`config.mk`:
```
export PLATFORM = sky130hd
export DESIGN_NAME = spbc_top
export DESIGN_NICKNAME = d
export VERILOG_FILES = /design/src/spbc_pkg.sv /design/src/spbc_top.sv
export SDC_FILE = /design/constraint.sdc
export NUM_CORES = 1
export LEC_CHECK = 0
export BUFFER_PORTS_ARGS = -buffer_cell sky130_fd_sc_hd__buf_2
export CAP_MARGIN = 20
export CELL_PAD_IN_SITES_DETAIL_PLACEMENT = 1
export CELL_PAD_IN_SITES_GLOBAL_PLACEMENT = 1
export CORE_UTILIZATION = 40
export CTS_BUF_LIST = sky130_fd_sc_hd__clkbuf_4
export CTS_CLUSTER_DIAMETER = 40
export DETAILED_ROUTE_END_ITERATION = 6
export GPL_ROUTABILITY_DRIVEN = 0
export PLACE_DENSITY_LB_ADDON = 0.1
export SETUP_SLACK_MARGIN = 0.2
export SYNTH_ARGS = -nofsm -noshare
export SYNTH_HDL_FRONTEND = slang
export SYNTH_SLANG_ARGS = --single-unit
```
`constraint.sdc`:
```
create_clock -name clk -period 7.15 [get_ports clk]
set_input_delay 0.715 -clock clk [delete_from_list [all_inputs] [get_ports clk]]
set_output_delay 0.715 -clock clk [all_outputs]
set_load 0.005 [all_outputs]
```
`src/spbc_pkg.sv`:
```
// Constants shared by the serial port and baud control block.
// Assumes the clock is the oscillator and one machine cycle is twelve clocks.
package spbc_pkg;

    ////////////////////////////////////////////////////////////////////////////
    // Register offsets on the plain register port.
    localparam logic [2:0] ADDR_SCS = 3'h0;
    localparam logic [2:0] ADDR_SDB = 3'h1;
    localparam logic [2:0] ADDR_T2C = 3'h2;
    localparam logic [2:0] ADDR_PWR = 3'h3;
    localparam logic [2:0] ADDR_RCL = 3'h4;
    localparam logic [2:0] ADDR_RCH = 3'h5;
    localparam logic [2:0] ADDR_T2L = 3'h6;
    localparam logic [2:0] ADDR_T2H = 3'h7;

    ////////////////////////////////////////////////////////////////////////////
    // Field positions.
    localparam int SCS_SM0  = 7;
    localparam int SCS_SM1  = 6;
    localparam int SCS_SM2  = 5;
    localparam int SCS_REN  = 4;
    localparam int SCS_TB8  = 3;
    localparam int SCS_RB8  = 2;
    localparam int SCS_TI   = 1;
    localparam int SCS_RI   = 0;
    localparam int T2C_TF2  = 7;
    localparam int T2C_EXF  = 6;
    localparam int T2C_RCLK = 5;
    localparam int T2C_TX_RATE_SOURCE_SEL = 4;
    localparam int T2C_EXEN = 3;
    localparam int T2C_RUN  = 2;
    localparam int T2C_CT   = 1;
    localparam int T2C_CPRL = 0;
    localparam int PWR_BAUD_DOUBLE = 7;
    localparam int PWR_RCK2 = 5;
    localparam int PWR_TCK2 = 4;

    ////////////////////////////////////////////////////////////////////////////
    // Reset values and mode codes.
    localparam logic [7:0]  RST_BYTE = 8'h00;
    localparam logic [15:0] RST_WORD = 16'h0000;
    localparam logic [15:0] T2_TOP   = 16'hFFFF;
    localparam logic [1:0]  MODE_SHIFT = 2'h0;
    localparam logic [1:0]  MODE_UART8 = 2'h1;
    localparam logic [1:0]  MODE_FIXED = 2'h2;

    ////////////////////////////////////////////////////////////////////////////
    // Timing: machine-cycle phases, prescalers, bit sampling, frame lengths.
    localparam logic [3:0] PH_LAST     = 4'hB;
    localparam logic [3:0] PH_SCLK_LO  = 4'h4;
    localparam logic [3:0] PH_SCLK_HI  = 4'h9;
    localparam logic [3:0] PH_SAMPLE   = 4'h9;
    localparam logic [3:0] PH_SHIFT    = 4'hB;
    localparam logic [1:0] PRE_M2_SLOW = 2'h3;
    localparam logic [1:0] PRE_M2_FAST = 2'h1;
    localparam logic [3:0] DIV16_LAST  = 4'hF;
    localparam logic [3:0] SMP_A       = 4'h7;
    localparam logic [3:0] SMP_B       = 4'h8;
    localparam logic [3:0] SMP_C       = 4'h9;
    localparam logic [3:0] BITS_M0     = 4'h8;
    localparam logic [3:0] BITS_M1     = 4'hA;
    localparam logic [3:0] BITS_M23    = 4'hB;
    localparam logic [3:0] BIT_STOP_M1 = 4'h9;
    localparam logic [3:0] BIT_STOP_M23 = 4'hA;

    typedef enum logic [1:0] {RX_IDLE, RX_SHIFT, RX_ASYNC} spbc_rx_t;

endpackage : spbc_pkg

```
`src/spbc_top.sv`:
```
// Serial port control, mode 0 shift engine, asynchronous framing and Timer 2 baud generator.
// Assumes clk is the oscillator, all inputs are synchronous and Timer 1 overflow arrives as a one-clock pulse.
// Contract
// [RULE_01] Mode bits pick shift mode at osc/12, one 8-bit asynchronous mode or two 9-bit asynchronous modes.
// [RULE_02] Mode 2 runs at osc/64, or osc/32 with the doubling bit set.
// [RULE_03] Modes 2 and 3 with filtering on drop frames whose ninth bit is 0.
// [RULE_04] Mode 1 with filtering on flags a frame only with a valid stop bit.
// [RULE_05] Software keeps filtering off in mode 0.
// [RULE_06] Control bit 4 enables reception when set, blocks it when clear.
// [RULE_07] Control bit 3 is sent as the ninth data bit in modes 2 and 3.
// [RULE_08] Control bit 2 captures ninth bit, or mode 1 stop bit; unused in mode 0.
// [RULE_09] Transmit-done sets after bit 8 in mode 0, else at stop start; software clears.
// [RULE_10] Receive-done sets after bit 8 in mode 0, else mid stop bit; software clears.
// [RULE_11] Timer 1 rate is overflow rate times two to the doubling bit over 32.
// [RULE_12] Software usually runs Timer 1 as 8-bit auto-reload, interrupt off.
// [RULE_13] Timer 2 select bits pick receive and transmit rate sources independently.
// [RULE_14] Timer 2 control selects port one; power control pair selects port two.
// [RULE_15] In baud mode each high byte rollover reloads both count bytes.
// [RULE_16] With Timer 2 as source the bit rate is its overflow rate over 16.
// [RULE_17] Timer 2 baud mode counts every state time, giving osc/(32*(65536-reload)).
// [RULE_18] Baud mode rollover sets no overflow flag and requests nothing.
// [RULE_19] Baud mode trigger falling edge sets the trigger flag but never reloads.
// [RULE_20] Software stops Timer 2 before touching its counts or reload pair.
// [RULE_21] Mode 0 moves 8 bits LSB first on data pin, shift clock on transmit pin.
// [RULE_22] Mode 0 write loads a marker, send starts one machine cycle later.
// [RULE_23] Mode 1 frame is start 0, eight data bits LSB first, stop 1.
// [RULE_24] Mode 0 receives when enabled and flag clear; else on start bit.
// [RULE_25] Receiver samples at 16x rate, majority of states 7, 8 and 9.
// [RULE_26] The chosen overflow is a one-clock pulse driving the divide-by-16 counter.
`timescale 1ns/1ps
`default_nettype none

module spbc_top
    import spbc_pkg::*;
(
    // Clock, reset and enable.
    input  wire logic       clk,
    input  wire logic       rstn,
    input  wire logic       clk_en,
    // Register port.
    input  wire logic [2:0] reg_addr,
    input  wire logic [7:0] reg_wdata,
    input  wire logic       reg_wr,
    input  wire logic       reg_rd,
    output logic      [7:0] reg_rdata,
    // Serial pins.
    input  wire logic       rxd_in,
    output logic            rxd_out,
    output logic            rxd_oe,
    output logic            txd_out,
    // Timer sources and second port selects.
    input  wire logic       timer1_ovf,
    input  wire logic       ext_trigger_pin,
    output logic            port2_rx_t2_sel,
    output logic            port2_tx_t2_sel
);

    ////////////////////////////////////////////////////////////////////////////
    // Registers and decode.
    logic [7:0]  serial_control_status_q;
    logic [7:0]  serial_control_status_d;
    logic [7:0]  serial_data_buffer_q;
    logic [7:0]  timer2_control_q;
    logic [7:0]  timer2_control_d;
    logic [7:0]  power_control_q;
    logic [15:0] reload_capture_q;
    logic [15:0] t2_count_q;
    logic [7:0]  rdata_q;
    logic [3:0]  ph_q;
    logic [1:0]  pre_q;
    logic        t1_half_q;
    logic        state_time_q;
    logic        ext_prev_q;
    logic [1:0]  mode;
    logic        mc_end;
    logic        baud_mode;
    logic        t2_inc;
    logic        t2_ovf;
    logic        ext_fall;
    logic        m2_tick;
    logic        t1_tick;
    logic        tx_tick;
    logic        rx_tick;
    logic        wr_sdb;

    assign mode      = {serial_control_status_q[SCS_SM0], serial_control_status_q[SCS_SM1]}; // RULE_01
    assign mc_end    = (ph_q == PH_LAST);
    assign wr_sdb    = reg_wr && (reg_addr == ADDR_SDB);
    assign baud_mode = timer2_control_q[T2C_RCLK] | timer2_control_q[T2C_TX_RATE_SOURCE_SEL];
    assign port2_rx_t2_sel = power_control_q[PWR_RCK2]; // RULE_14
    assign port2_tx_t2_sel = power_control_q[PWR_TCK2]; // RULE_14
    assign reg_rdata = rdata_q;

    ////////////////////////////////////////////////////////////////////////////
    // Machine-cycle phases and rate prescalers.
    always_ff @(posedge clk or negedge rstn)
    begin
        if (!rstn)
        begin
            ph_q         <= '0;
            pre_q        <= '0;
            t1_half_q    <= 1'b0;
            state_time_q <= 1'b0;
        end
        else if (clk_en)
        begin
            ph_q         <= mc_end ? '0 : ph_q + 4'h1;
            pre_q        <= m2_tick ? '0 : pre_q + 2'h1;
            state_time_q <= ~state_time_q;
            if (timer1_ovf)
                t1_half_q <= ~t1_half_q;
        end
    end

    // A 16x tick is a one-clock pulse so the divide-by-16 counters can never double count.
    assign m2_tick = (pre_q == (power_control_q[PWR_BAUD_DOUBLE] ? PRE_M2_FAST : PRE_M2_SLOW)); // RULE_02
    assign t1_tick = timer1_ovf & (power_control_q[PWR_BAUD_DOUBLE] | t1_half_q); // RULE_11
    assign tx_tick = (mode == MODE_FIXED) ? m2_tick :
                     (timer2_control_q[T2C_TX_RATE_SOURCE_SEL] ? t2_ovf : t1_tick); // RULE_13 RULE_16 RULE_26
    assign rx_tick = (mode == MODE_FIXED) ? m2_tick :
                     (timer2_control_q[T2C_RCLK] ? t2_ovf : t1_tick); // RULE_13 RULE_16 RULE_26

    ////////////////////////////////////////////////////////////////////////////
    // Timer 2 steps only with T2C_CT clear: every state time as baud generator, otherwise every machine cycle.
    assign t2_inc   = timer2_control_q[T2C_RUN] & ~timer2_control_q[T2C_CT] &
                      (baud_mode ? state_time_q : mc_end); // RULE_17
    assign t2_ovf   = t2_inc && (t2_count_q == T2_TOP);
    assign ext_fall = ext_prev_q & ~ext_trigger_pin & timer2_control_q[T2C_EXEN];

    always_ff @(posedge clk or negedge rstn)
    begin
        if (!rstn)
        begin
            t2_count_q <= RST_WORD;
            ext_prev_q <= 1'b0;
        end
        else if (clk_en)
        begin
            ext_prev_q <= ext_trigger_pin;
            if (reg_wr && reg_addr == ADDR_T2L)
                t2_count_q[7:0] <= reg_wdata;
            else if (reg_wr && reg_addr == ADDR_T2H)
                t2_count_q[15:8] <= reg_wdata;
            else if (t2_ovf && (baud_mode || !timer2_control_q[T2C_CPRL]))
                t2_count_q <= reload_capture_q; // RULE_15
            else if (ext_fall && !baud_mode && !timer2_control_q[T2C_CPRL])
                t2_count_q <= reload_capture_q; // RULE_19
            else if (t2_inc)
                t2_count_q <= t2_count_q + 16'h0001;
        end
    end

    always_ff @(posedge clk or negedge rstn)
    begin
        if (!rstn)
            reload_capture_q <= RST_WORD;
        else if (clk_en)
        begin
            if (reg_wr && reg_addr == ADDR_RCL)
                reload_capture_q[7:0] <= reg_wdata;
            else if (reg_wr && reg_addr == ADDR_RCH)
                reload_capture_q[15:8] <= reg_wdata;
            else if (ext_fall && !baud_mode && timer2_control_q[T2C_CPRL])
                reload_capture_q <= t2_count_q;
        end
    end

    // Hardware sets win over a software clear in the same cycle.
    always_comb
    begin
        timer2_control_d = timer2_control_q;
        if (reg_wr && reg_addr == ADDR_T2C)
            timer2_control_d = reg_wdata;
        if (t2_ovf && !baud_mode)
            timer2_control_d[T2C_TF2] = 1'b1; // RULE_18
        if (ext_fall)
            timer2_control_d[T2C_EXF] = 1'b1; // RULE_19
    end

    always_ff @(posedge clk or negedge rstn)
    begin
        if (!rstn)
        begin
            timer2_control_q <= RST_BYTE;
            power_control_q  <= RST_BYTE;
        end
        else if (clk_en)
        begin
            timer2_control_q <= timer2_control_d;
            if (reg_wr && reg_addr == ADDR_PWR)
                power_control_q <= reg_wdata;
        end
    end

    ////////////////////////////////////////////////////////////////////////////
    // Transmitter.
    logic [10:0] tx_sh_q;
    logic [3:0]  tx_cnt_q;
    logic [3:0]  tx_div_q;
    logic        tx_pend_q;
    logic        tx_arm_q;
    logic        tx_busy_q;
    logic        tx_line_q;
    logic        tx_roll;
    logic        ti_set;

    assign tx_roll = tx_tick && (tx_div_q == DIV16_LAST);
    assign ti_set  = (mode == MODE_SHIFT) ? (tx_busy_q && mc_end && tx_cnt_q == 4'h1)
                                          : (tx_busy_q && tx_roll && tx_cnt_q == 4'h1); // RULE_09

    always_ff @(posedge clk or negedge rstn)
    begin
        if (!rstn)
            tx_div_q <= '0;
        else if (clk_en && tx_tick)
            tx_div_q <= tx_div_q + 4'h1; // RULE_26
    end

    always_ff @(posedge clk or negedge rstn)
    begin
        if (!rstn)
        begin
            tx_sh_q   <= '1;
            tx_cnt_q  <= '0;
            tx_pend_q <= 1'b0;
            tx_arm_q  <= 1'b0;
            tx_busy_q <= 1'b0;
            tx_line_q <= 1'b1;
        end
        else if (clk_en)
        begin
            if (wr_sdb)
            begin
                tx_pend_q <= 1'b1;
                tx_arm_q  <= 1'b0;
                if (mode == MODE_SHIFT)
                    tx_sh_q <= {2'b00, 1'b1, reg_wdata}; // RULE_22
                else if (mode == MODE_UART8)
                    tx_sh_q <= {2'b11, reg_wdata, 1'b0}; // RULE_23
                else
                    tx_sh_q <= {1'b1, serial_control_status_q[SCS_TB8], reg_wdata, 1'b0}; // RULE_07
            end
            else if (mode == MODE_SHIFT)
            begin
                // One whole machine cycle passes between the write and the first data bit.
                if (mc_end && tx_pend_q && !tx_arm_q)
                    tx_arm_q <= 1'b1; // RULE_22
                else if (mc_end && tx_arm_q)
                begin
                    tx_arm_q  <= 1'b0;
                    tx_pend_q <= 1'b0;
                    tx_busy_q <= 1'b1;
                    tx_cnt_q  <= BITS_M0; // RULE_21
                end
                else if (mc_end && tx_busy_q)
                begin
                    tx_sh_q  <= {1'b0, tx_sh_q[10:1]}; // RULE_21
                    tx_cnt_q <= tx_cnt_q - 4'h1;
                    if (tx_cnt_q == 4'h1)
                        tx_busy_q <= 1'b0;
                end
            end
            else if (tx_roll)
            begin
                // Bit times follow the divide-by-16 counter, not the write.
                if (tx_pend_q && !tx_busy_q)
                begin
                    tx_pend_q <= 1'b0;
                    tx_busy_q <= 1'b1;
                    tx_line_q <= tx_sh_q[0];
                    tx_sh_q   <= {1'b1, tx_sh_q[10:1]};
                    tx_cnt_q  <= ((mode == MODE_UART8) ? BITS_M1 : BITS_M23) - 4'h1; // RULE_23
                end
                else if (tx_busy_q && tx_cnt_q == 4'h0)
                    tx_busy_q <= 1'b0;
                else if (tx_busy_q)
                begin
                    tx_line_q <= tx_sh_q[0];
                    tx_sh_q   <= {1'b1, tx_sh_q[10:1]};
                    tx_cnt_q  <= tx_cnt_q - 4'h1;
                end
            end
        end
    end

    ////////////////////////////////////////////////////////////////////////////
    // Receiver.
    spbc_rx_t    rx_st_q;
    logic [8:0]  rx_sh_q;
    logic [3:0]  rx_cnt_q;
    logic [3:0]  rx_div_q;
    logic        smp_a_q;
    logic        smp_b_q;
    logic        rx_prev_q;
    logic        maj;
    logic        rx_end;
    logic        rx_accept;
    logic        ld;
    logic [7:0]  ld_data;
    logic        ld_ninth;
    logic        rx_start_bit;

    assign maj = (smp_a_q & smp_b_q) | (smp_a_q & rxd_in) | (smp_b_q & rxd_in); // RULE_25
    assign rx_start_bit = rx_tick && rx_prev_q && !rxd_in &&
                          serial_control_status_q[SCS_REN] && (mode != MODE_SHIFT); // RULE_06 RULE_24

    always_comb
    begin
        rx_end    = 1'b0;
        rx_accept = 1'b0;
        ld        = 1'b0;
        ld_data   = rx_sh_q[8:1];
        ld_ninth  = maj;
        unique case (rx_st_q)
            RX_IDLE:
                rx_end = 1'b0;
            RX_SHIFT:
            begin
                rx_end  = mc_end && (rx_cnt_q == 4'h1);
                ld      = rx_end; // RULE_10
                ld_data = {smp_a_q, rx_sh_q[8:2]};
                ld_ninth = serial_control_status_q[SCS_RB8]; // RULE_08
            end
            RX_ASYNC:
            begin
                if (mode == MODE_UART8)
                begin
                    rx_end    = rx_tick && rx_div_q == SMP_C && rx_cnt_q == BIT_STOP_M1;
                    rx_accept = !serial_control_status_q[SCS_SM2] || maj; // RULE_04
                end
                else
                begin
                    rx_end    = rx_tick && rx_div_q == SMP_C && rx_cnt_q == BIT_STOP_M23;
                    rx_accept = !serial_control_status_q[SCS_SM2] || rx_sh_q[8]; // RULE_03
                    ld_data   = rx_sh_q[7:0];
                    ld_ninth  = rx_sh_q[8]; // RULE_08
                end
                // A frame that finds the flag still set is lost by design.
                ld = rx_end && rx_accept && !serial_control_status_q[SCS_RI]; // RULE_10
            end
            default:
                rx_end = 1'b0;
        endcase
    end

    always_ff @(posedge clk or negedge rstn)
    begin
        if (!rstn)
        begin
            rx_st_q   <= RX_IDLE;
            rx_sh_q   <= '1;
            rx_cnt_q  <= '0;
            rx_div_q  <= '0;
            smp_a_q   <= 1'b1;
            smp_b_q   <= 1'b1;
            rx_prev_q <= 1'b1;
        end
        else if (clk_en)
        begin
            if (rx_tick)
                rx_prev_q <= rxd_in;
            unique case (rx_st_q)
                RX_IDLE:
                begin
                    if (mode == MODE_SHIFT && mc_end && serial_control_status_q[SCS_REN] &&
                        !serial_control_status_q[SCS_RI]) // RULE_24 RULE_06
                    begin
                        rx_st_q  <= RX_SHIFT;
                        rx_sh_q  <= '1;
                        rx_cnt_q <= BITS_M0;
                    end
                    else if (rx_start_bit)
                    begin
                        rx_st_q  <= RX_ASYNC;
                        rx_div_q <= '0;
                        rx_cnt_q <= '0;
                        rx_sh_q  <= '1;
                    end
                end
                RX_SHIFT:
                begin
                    if (ph_q == PH_SAMPLE)
                        smp_a_q <= rxd_in; // RULE_21
                    if (mc_end)
                    begin
                        rx_sh_q  <= {smp_a_q, rx_sh_q[8:1]};
                        rx_cnt_q <= rx_cnt_q - 4'h1;
                        if (rx_end)
                            rx_st_q <= RX_IDLE;
                    end
                end
                RX_ASYNC:
                begin
                    if (rx_tick)
                    begin
                        rx_div_q <= rx_div_q + 4'h1; // RULE_26
                        if (rx_div_q == SMP_A)
                            smp_a_q <= rxd_in; // RULE_25
                        if (rx_div_q == SMP_B)
                            smp_b_q <= rxd_in; // RULE_25
                        if (rx_div_q == SMP_C)
                        begin
                            rx_cnt_q <= rx_cnt_q + 4'h1;
                            if (rx_cnt_q == 4'h0 && maj)
                                rx_st_q <= RX_IDLE;
                            else if (rx_end)
                                rx_st_q <= RX_IDLE;
                            else if (rx_cnt_q != 4'h0)
                                rx_sh_q <= {maj, rx_sh_q[8:1]};
                        end
                    end
                end
                default:
                    rx_st_q <= RX_IDLE;
            endcase
        end
    end

    ////////////////////////////////////////////////////////////////////////////
    // Control/status register, receive buffer and read port.
    always_comb
    begin
        serial_control_status_d = serial_control_status_q;
        if (reg_wr && reg_addr == ADDR_SCS)
            serial_control_status_d = reg_wdata;
        if (ld)
            serial_control_status_d[SCS_RB8] = ld_ninth; // RULE_08
        if (ti_set)
            serial_control_status_d[SCS_TI] = 1'b1; // RULE_09
        if (ld)
            serial_control_status_d[SCS_RI] = 1'b1; // RULE_10
    end

    always_ff @(posedge clk or negedge rstn)
    begin
        if (!rstn)
        begin
            serial_control_status_q <= RST_BYTE;
            serial_data_buffer_q    <= RST_BYTE;
            rdata_q                 <= RST_BYTE;
        end
        else if (clk_en)
        begin
            serial_control_status_q <= serial_control_status_d;
            if (ld)
                serial_data_buffer_q <= ld_data;
            if (reg_rd)
            begin
                unique case (reg_addr)
                    ADDR_SCS: rdata_q <= serial_control_status_q;
                    ADDR_SDB: rdata_q <= serial_data_buffer_q;
                    ADDR_T2C: rdata_q <= timer2_control_q;
                    ADDR_PWR: rdata_q <= power_control_q;
                    ADDR_RCL: rdata_q <= reload_capture_q[7:0];
                    ADDR_RCH: rdata_q <= reload_capture_q[15:8];
                    ADDR_T2L: rdata_q <= t2_count_q[7:0];
                    ADDR_T2H: rdata_q <= t2_count_q[15:8];
                endcase
            end
            else
                rdata_q <= RST_BYTE;
        end
    end

    ////////////////////////////////////////////////////////////////////////////
    // Pins: mode 0 drives data on the data pin and the shift clock on the transmit pin.
    always_ff @(posedge clk or negedge rstn)
    begin
        if (!rstn)
        begin
            txd_out <= 1'b1;
            rxd_out <= 1'b1;
            rxd_oe  <= 1'b0;
        end
        else if (clk_en)
        begin
            rxd_out <= tx_sh_q[0];
            rxd_oe  <= (mode == MODE_SHIFT) && tx_busy_q; // RULE_21
            if (mode == MODE_SHIFT)
                txd_out <= !((tx_busy_q || rx_st_q == RX_SHIFT) &&
                             ph_q >= PH_SCLK_LO && ph_q <= PH_SCLK_HI); // RULE_21
            else
                txd_out <= tx_line_q; // RULE_23
        end
    end

endmodule : spbc_top

`default_nettype wire

```
==> summary by stage <==
Yosys
The sequential element share of the synthesized area is about two fifths. The share of the synthesized area in the top cell type is between 30% and 40%. For this run, the number of Yosys warnings is 0.

sky130_fd_sc_hd__dfrtp_1 takes more of the synthesized area than any other cell. Synthesis produced a netlist with a net count of ~970. In this run, distinct cell masters in the synthesized netlist total 77.

Counting flops with a built-in enable in the synthesized netlist gives 0. The synthesized instance count is just over 900. By instance count, the leading cell after synthesis is sky130_fd_sc_hd__nand2_1. The cell area after synthesis is 0.00801 mm². The main flop type after synthesis is sky130_fd_sc_hd__dfrtp_1. The synthesis-stage register bit count is 129. The average instance in the mapped netlist occupies about 8.6 µm². The share of flip-flops with an asynchronous set or reset is 100%.

Yosys attributes the largest share of cell area to sky130_fd_sc_hd__dfrtp_1 (32%), sky130_fd_sc_hd__dfstp_2 (8.5%), sky130_fd_sc_hd__nand2_1 (7.9%). Counting instances in the post-synthesis netlist gives the leading cell types as sky130_fd_sc_hd__nand2_1 (169), sky130_fd_sc_hd__dfrtp_1 (103), sky130_fd_sc_hd__nor2_1 (68), sky130_fd_sc_hd__o21ai_0 (60), sky130_fd_sc_hd__a21oi_1 (47).

Place
Buffers placed on the I/O ports in this run total 31. The sum of net half-perimeters after detailed placement is between 15 and 20 mm. The setup slack after placement is around 3.6 ns.

Timing
The time the final worst path needs with I/O delays and setup is between 3 and 4 ns. Setup slack on the critical path of the routed design comes to approximately 3.5 ns. The count of pins over their slew limit is 0.

The share of the clock period used by the worst path is about half. The remaining max-slew budget at the tightest pin is 29.1%. In the final timing run, aggregate negative setup slack is 0 ns.

Setup violations remaining at the end of the flow were counted as 0. The final count of hold timing violations is 0. Setup repair after global routing left no endpoint under its margin.

Derived from the worst setup path, the maximum achievable clock frequency is about 0.27 GHz. On the final layout, the worst clock skew is approximately 0.027 ns. At the pin with the least slew margin, the transition time is around 1.1 ns. The worst hold slack is between 0.15 and 0.2 ns.

Pwr
For this design the static power due to leakage is about 3.7 nW. For this design the ratio of total power to cell area is about 360 mW/mm². VDD sags by at most about 0.12 mV.

The power after layout is between 3 and 4 mW.

GRT
The global-route usage over all layers is 26.8%. The maximum number of pins on one net before global-route repair is 72. The number of global-route vias before repair is between 7000 and 8000. The final global-route overflow total is 0. The number of antenna violations at the first check in global routing was 1.

The global-route wire length before repair is between 40 and 50 mm.

Setup path
The signal on the critical path passes through inv_1 -> ha_1 -> nand2_1 -> or4_1 -> a2111o_1 -> nor3b_1 -> o21bai_1 -> mux2_2. STA classifies the critical path startpoint as a flip-flop. Together, buffers and inverters on the worst path number 1. The family with the most delay on the worst path is compound AO/OA/AOI/OAI gates. Among all stages on the critical path, the largest delay is contributed by sky130_fd_sc_hd__ha_1. The data arrival time of the critical path is 4.14 ns.

The worst setup path is captured at a flip-flop. The required arrival time at the worst endpoint is 7.64 ns. The delay contributed by the slowest stage of the critical path is roughly 0.74 ns. In this run the worst path has a maximum fanout of 25. The type of the setup path with the least slack is flip-flop to flip-flop.

Outcome
The flow ran to the end, and the final reports show no timing, DRC or antenna violations.

Drt
Summed over all layers, the routed wires come to between 20 and 30 mm. The first routing iteration left 513 violations. The via density per instance is ~5.9.

The remaining antenna violation count is 0. After detailed routing, the average wire length per cell comes to roughly 21 µm. After detailed routing, the number of remaining DRC violations is 0. The first TritonRoute pass finished after 5 iterations. The routed layout has a little over 7000 vias.

Clock tree
TritonCTS built the clock tree. The cell sitting at the root of the clock tree is a sky130_fd_sc_hd__clkbuf_4. The number of buffers inserted by post-CTS setup repair is 0. The number of clock buffers added by TritonCTS is 17. In this run, post-CTS hold repair placed 0 buffers. The insertion delay of the later-clocked pin in the worst-skew pair is between 0.5 and 0.6 ns. The CTS clock-pin slew for the worst setup and hold paths is between 0.1 and 0.15 ns.

The number of sinks on the clock net is approximately 130. The H-tree depth is 4. The number of gates resized after CTS is 0. The largest buffer count on any clock path is 2.

Layout
The final net count is 962. Cells fill 44.1% of the core in the end. Relative to the synthesized area, the layout overhead comes to 7.59%. The share of layout cells above drive strength 1 is 16.8%.

Die
The total I/O pin count is 32. The initial utilization of the core area, before any placement, comes to roughly two fifths. Row generation in the floorplan step produced a little over 50 rows.

The standard cell core area is between 0.015 and 0.02 mm². The die is ~140 µm wide. The die covers 0.0206 mm². The height of the die is 143 µm.

Flow run
Max-cap violations in this run came to 0.

Hold path
The worst hold path belongs to the class input pin to asynchronous set/reset pin.
-- layout make-up --
type                    count  area [µm²]
fillers                  2346       10900
well taps                 265         332
clock buffers              18         135
multi-input cells         691        4310
inverters                  44         165
repair buffers             41         236
flip-flops and latches    129        3260
diodes                      1        2.50
clock inverters            14         176
-- per-stage QoR --
stage,cells,area (µm²)
5_1_grt,1203,8610
2_1_floorplan,929,8010
4_1_cts,1201,8600
3_3_place_gp,1169,8290
6_report,1203,8610
3_5_place_dp,1169,8290
-- cell families after synthesis --
kind of cell,synth area share [%]
AND/OR/NAND/NOR,20.1
AO/OA/AOI/OAI,19.4
flip-flops,40.7
buffers and inverters,5.55
multiplexers,8.89
XOR/XNOR,2.30
adder cells (fa/ha/maj),3.09
-- power breakdown --
| part | leakage [nW] | internal (mW) | switching (mW) | total [mW] |
|---|---|---|---|---|
| clock | 0.171 | 0.253 | 0.316 | 0.568 |
| combinational | 2.02 | 0.493 | 0.649 | 1.14 |
| sequential | 1.52 | 1.04 | 0.360 | 1.40 |
| total | 3.70 | 1.78 | 1.33 | 3.11 |
-- worst paths after layout --
check	startpoint	to	slack, ns	cells past startpoint
setup reg to reg	rx_st_q[0]$_DFFE_PN0P_	rx_sh_q[0]$_DFFE_PN1P_	3.50	8
max in group asynchronous	rstn	serial_data_buffer_q[0]$_DFFE_PN0P_	5.72	2
min in group clk	timer1_ovf	t1_half_q$_DFFE_PN0P_	0.43	3
setup / recovery	rx_st_q[0]$_DFFE_PN0P_	rx_sh_q[0]$_DFFE_PN1P_	3.50	8
hold / removal	rstn	rx_div_q[2]$_DFFE_PN0P_	0.18	1
hold reg to reg	tx_div_q[3]$_DFFE_PN0P_	tx_div_q[3]$_DFFE_PN0P_	0.48	1
-- routing by layer --
layer  up-vias  share of wire (%)  GRT usage (%)
met5         -                  0              0
met4         0                2.6           8.51
met3        39                4.2           4.97
met2       137                 49           45.0
met1      3619                 44           34.8
li1       3301                  -              -
-- cell usage in the layout, fill, tap and decap left out, types with 9 or more instances in the layout --
| cell | instances |
|---|---|
| sky130_fd_sc_hd__a31oi_1 | 30 |
| sky130_fd_sc_hd__o21ai_0 | 60 |
| sky130_fd_sc_hd__o211ai_1 | 32 |
| sky130_fd_sc_hd__nand3_1 | 37 |
| sky130_fd_sc_hd__nand2_1 | 169 |
| sky130_fd_sc_hd__buf_4 | 10 |
| sky130_fd_sc_hd__ha_1 | 19 |
| sky130_fd_sc_hd__a22o_1 | 10 |
| sky130_fd_sc_hd__buf_2 | 30 |
| sky130_fd_sc_hd__inv_1 | 44 |
| sky130_fd_sc_hd__mux2_2 | 44 |
| sky130_fd_sc_hd__dfrtp_1 | 103 |
| sky130_fd_sc_hd__nor2b_1 | 10 |
| sky130_fd_sc_hd__and3_1 | 17 |
| sky130_fd_sc_hd__nand4_1 | 9 |
| sky130_fd_sc_hd__xor2_1 | 14 |
| sky130_fd_sc_hd__clkbuf_4 | 18 |
| sky130_fd_sc_hd__a21oi_1 | 47 |
| sky130_fd_sc_hd__mux2i_1 | 19 |
| sky130_fd_sc_hd__dfstp_2 | 26 |
| sky130_fd_sc_hd__nor2_1 | 68 |
-- sequential cells by signal (all words and copies together) (netlist names), 2 cells and up --
register	cells
pre_q	2
rx_div_q	4
power_control_q	8
ph_q	4
reload_capture_q	16
timer2_control_q	8
tx_div_q	4
rx_sh_q	9
rx_cnt_q	4
serial_data_buffer_q	8
serial_control_status_q	8
reg_rdata	8
t2_count_q	16
tx_sh_q	11
rx_st_q	2
tx_cnt_q	4
-- worst reg2reg max path, delay by kind of cell, from the launching register on --
family	cells	cell delay [ns]
adder cells (fa/ha/maj)	1	0.74
multiplexers	1	0.42
AND/OR/NAND/NOR	3	0.79
buffers and inverters	1	0.10
AO/OA/AOI/OAI	2	1.08
flip-flops	1	0.45
Power figures use the tool's default switching activity.
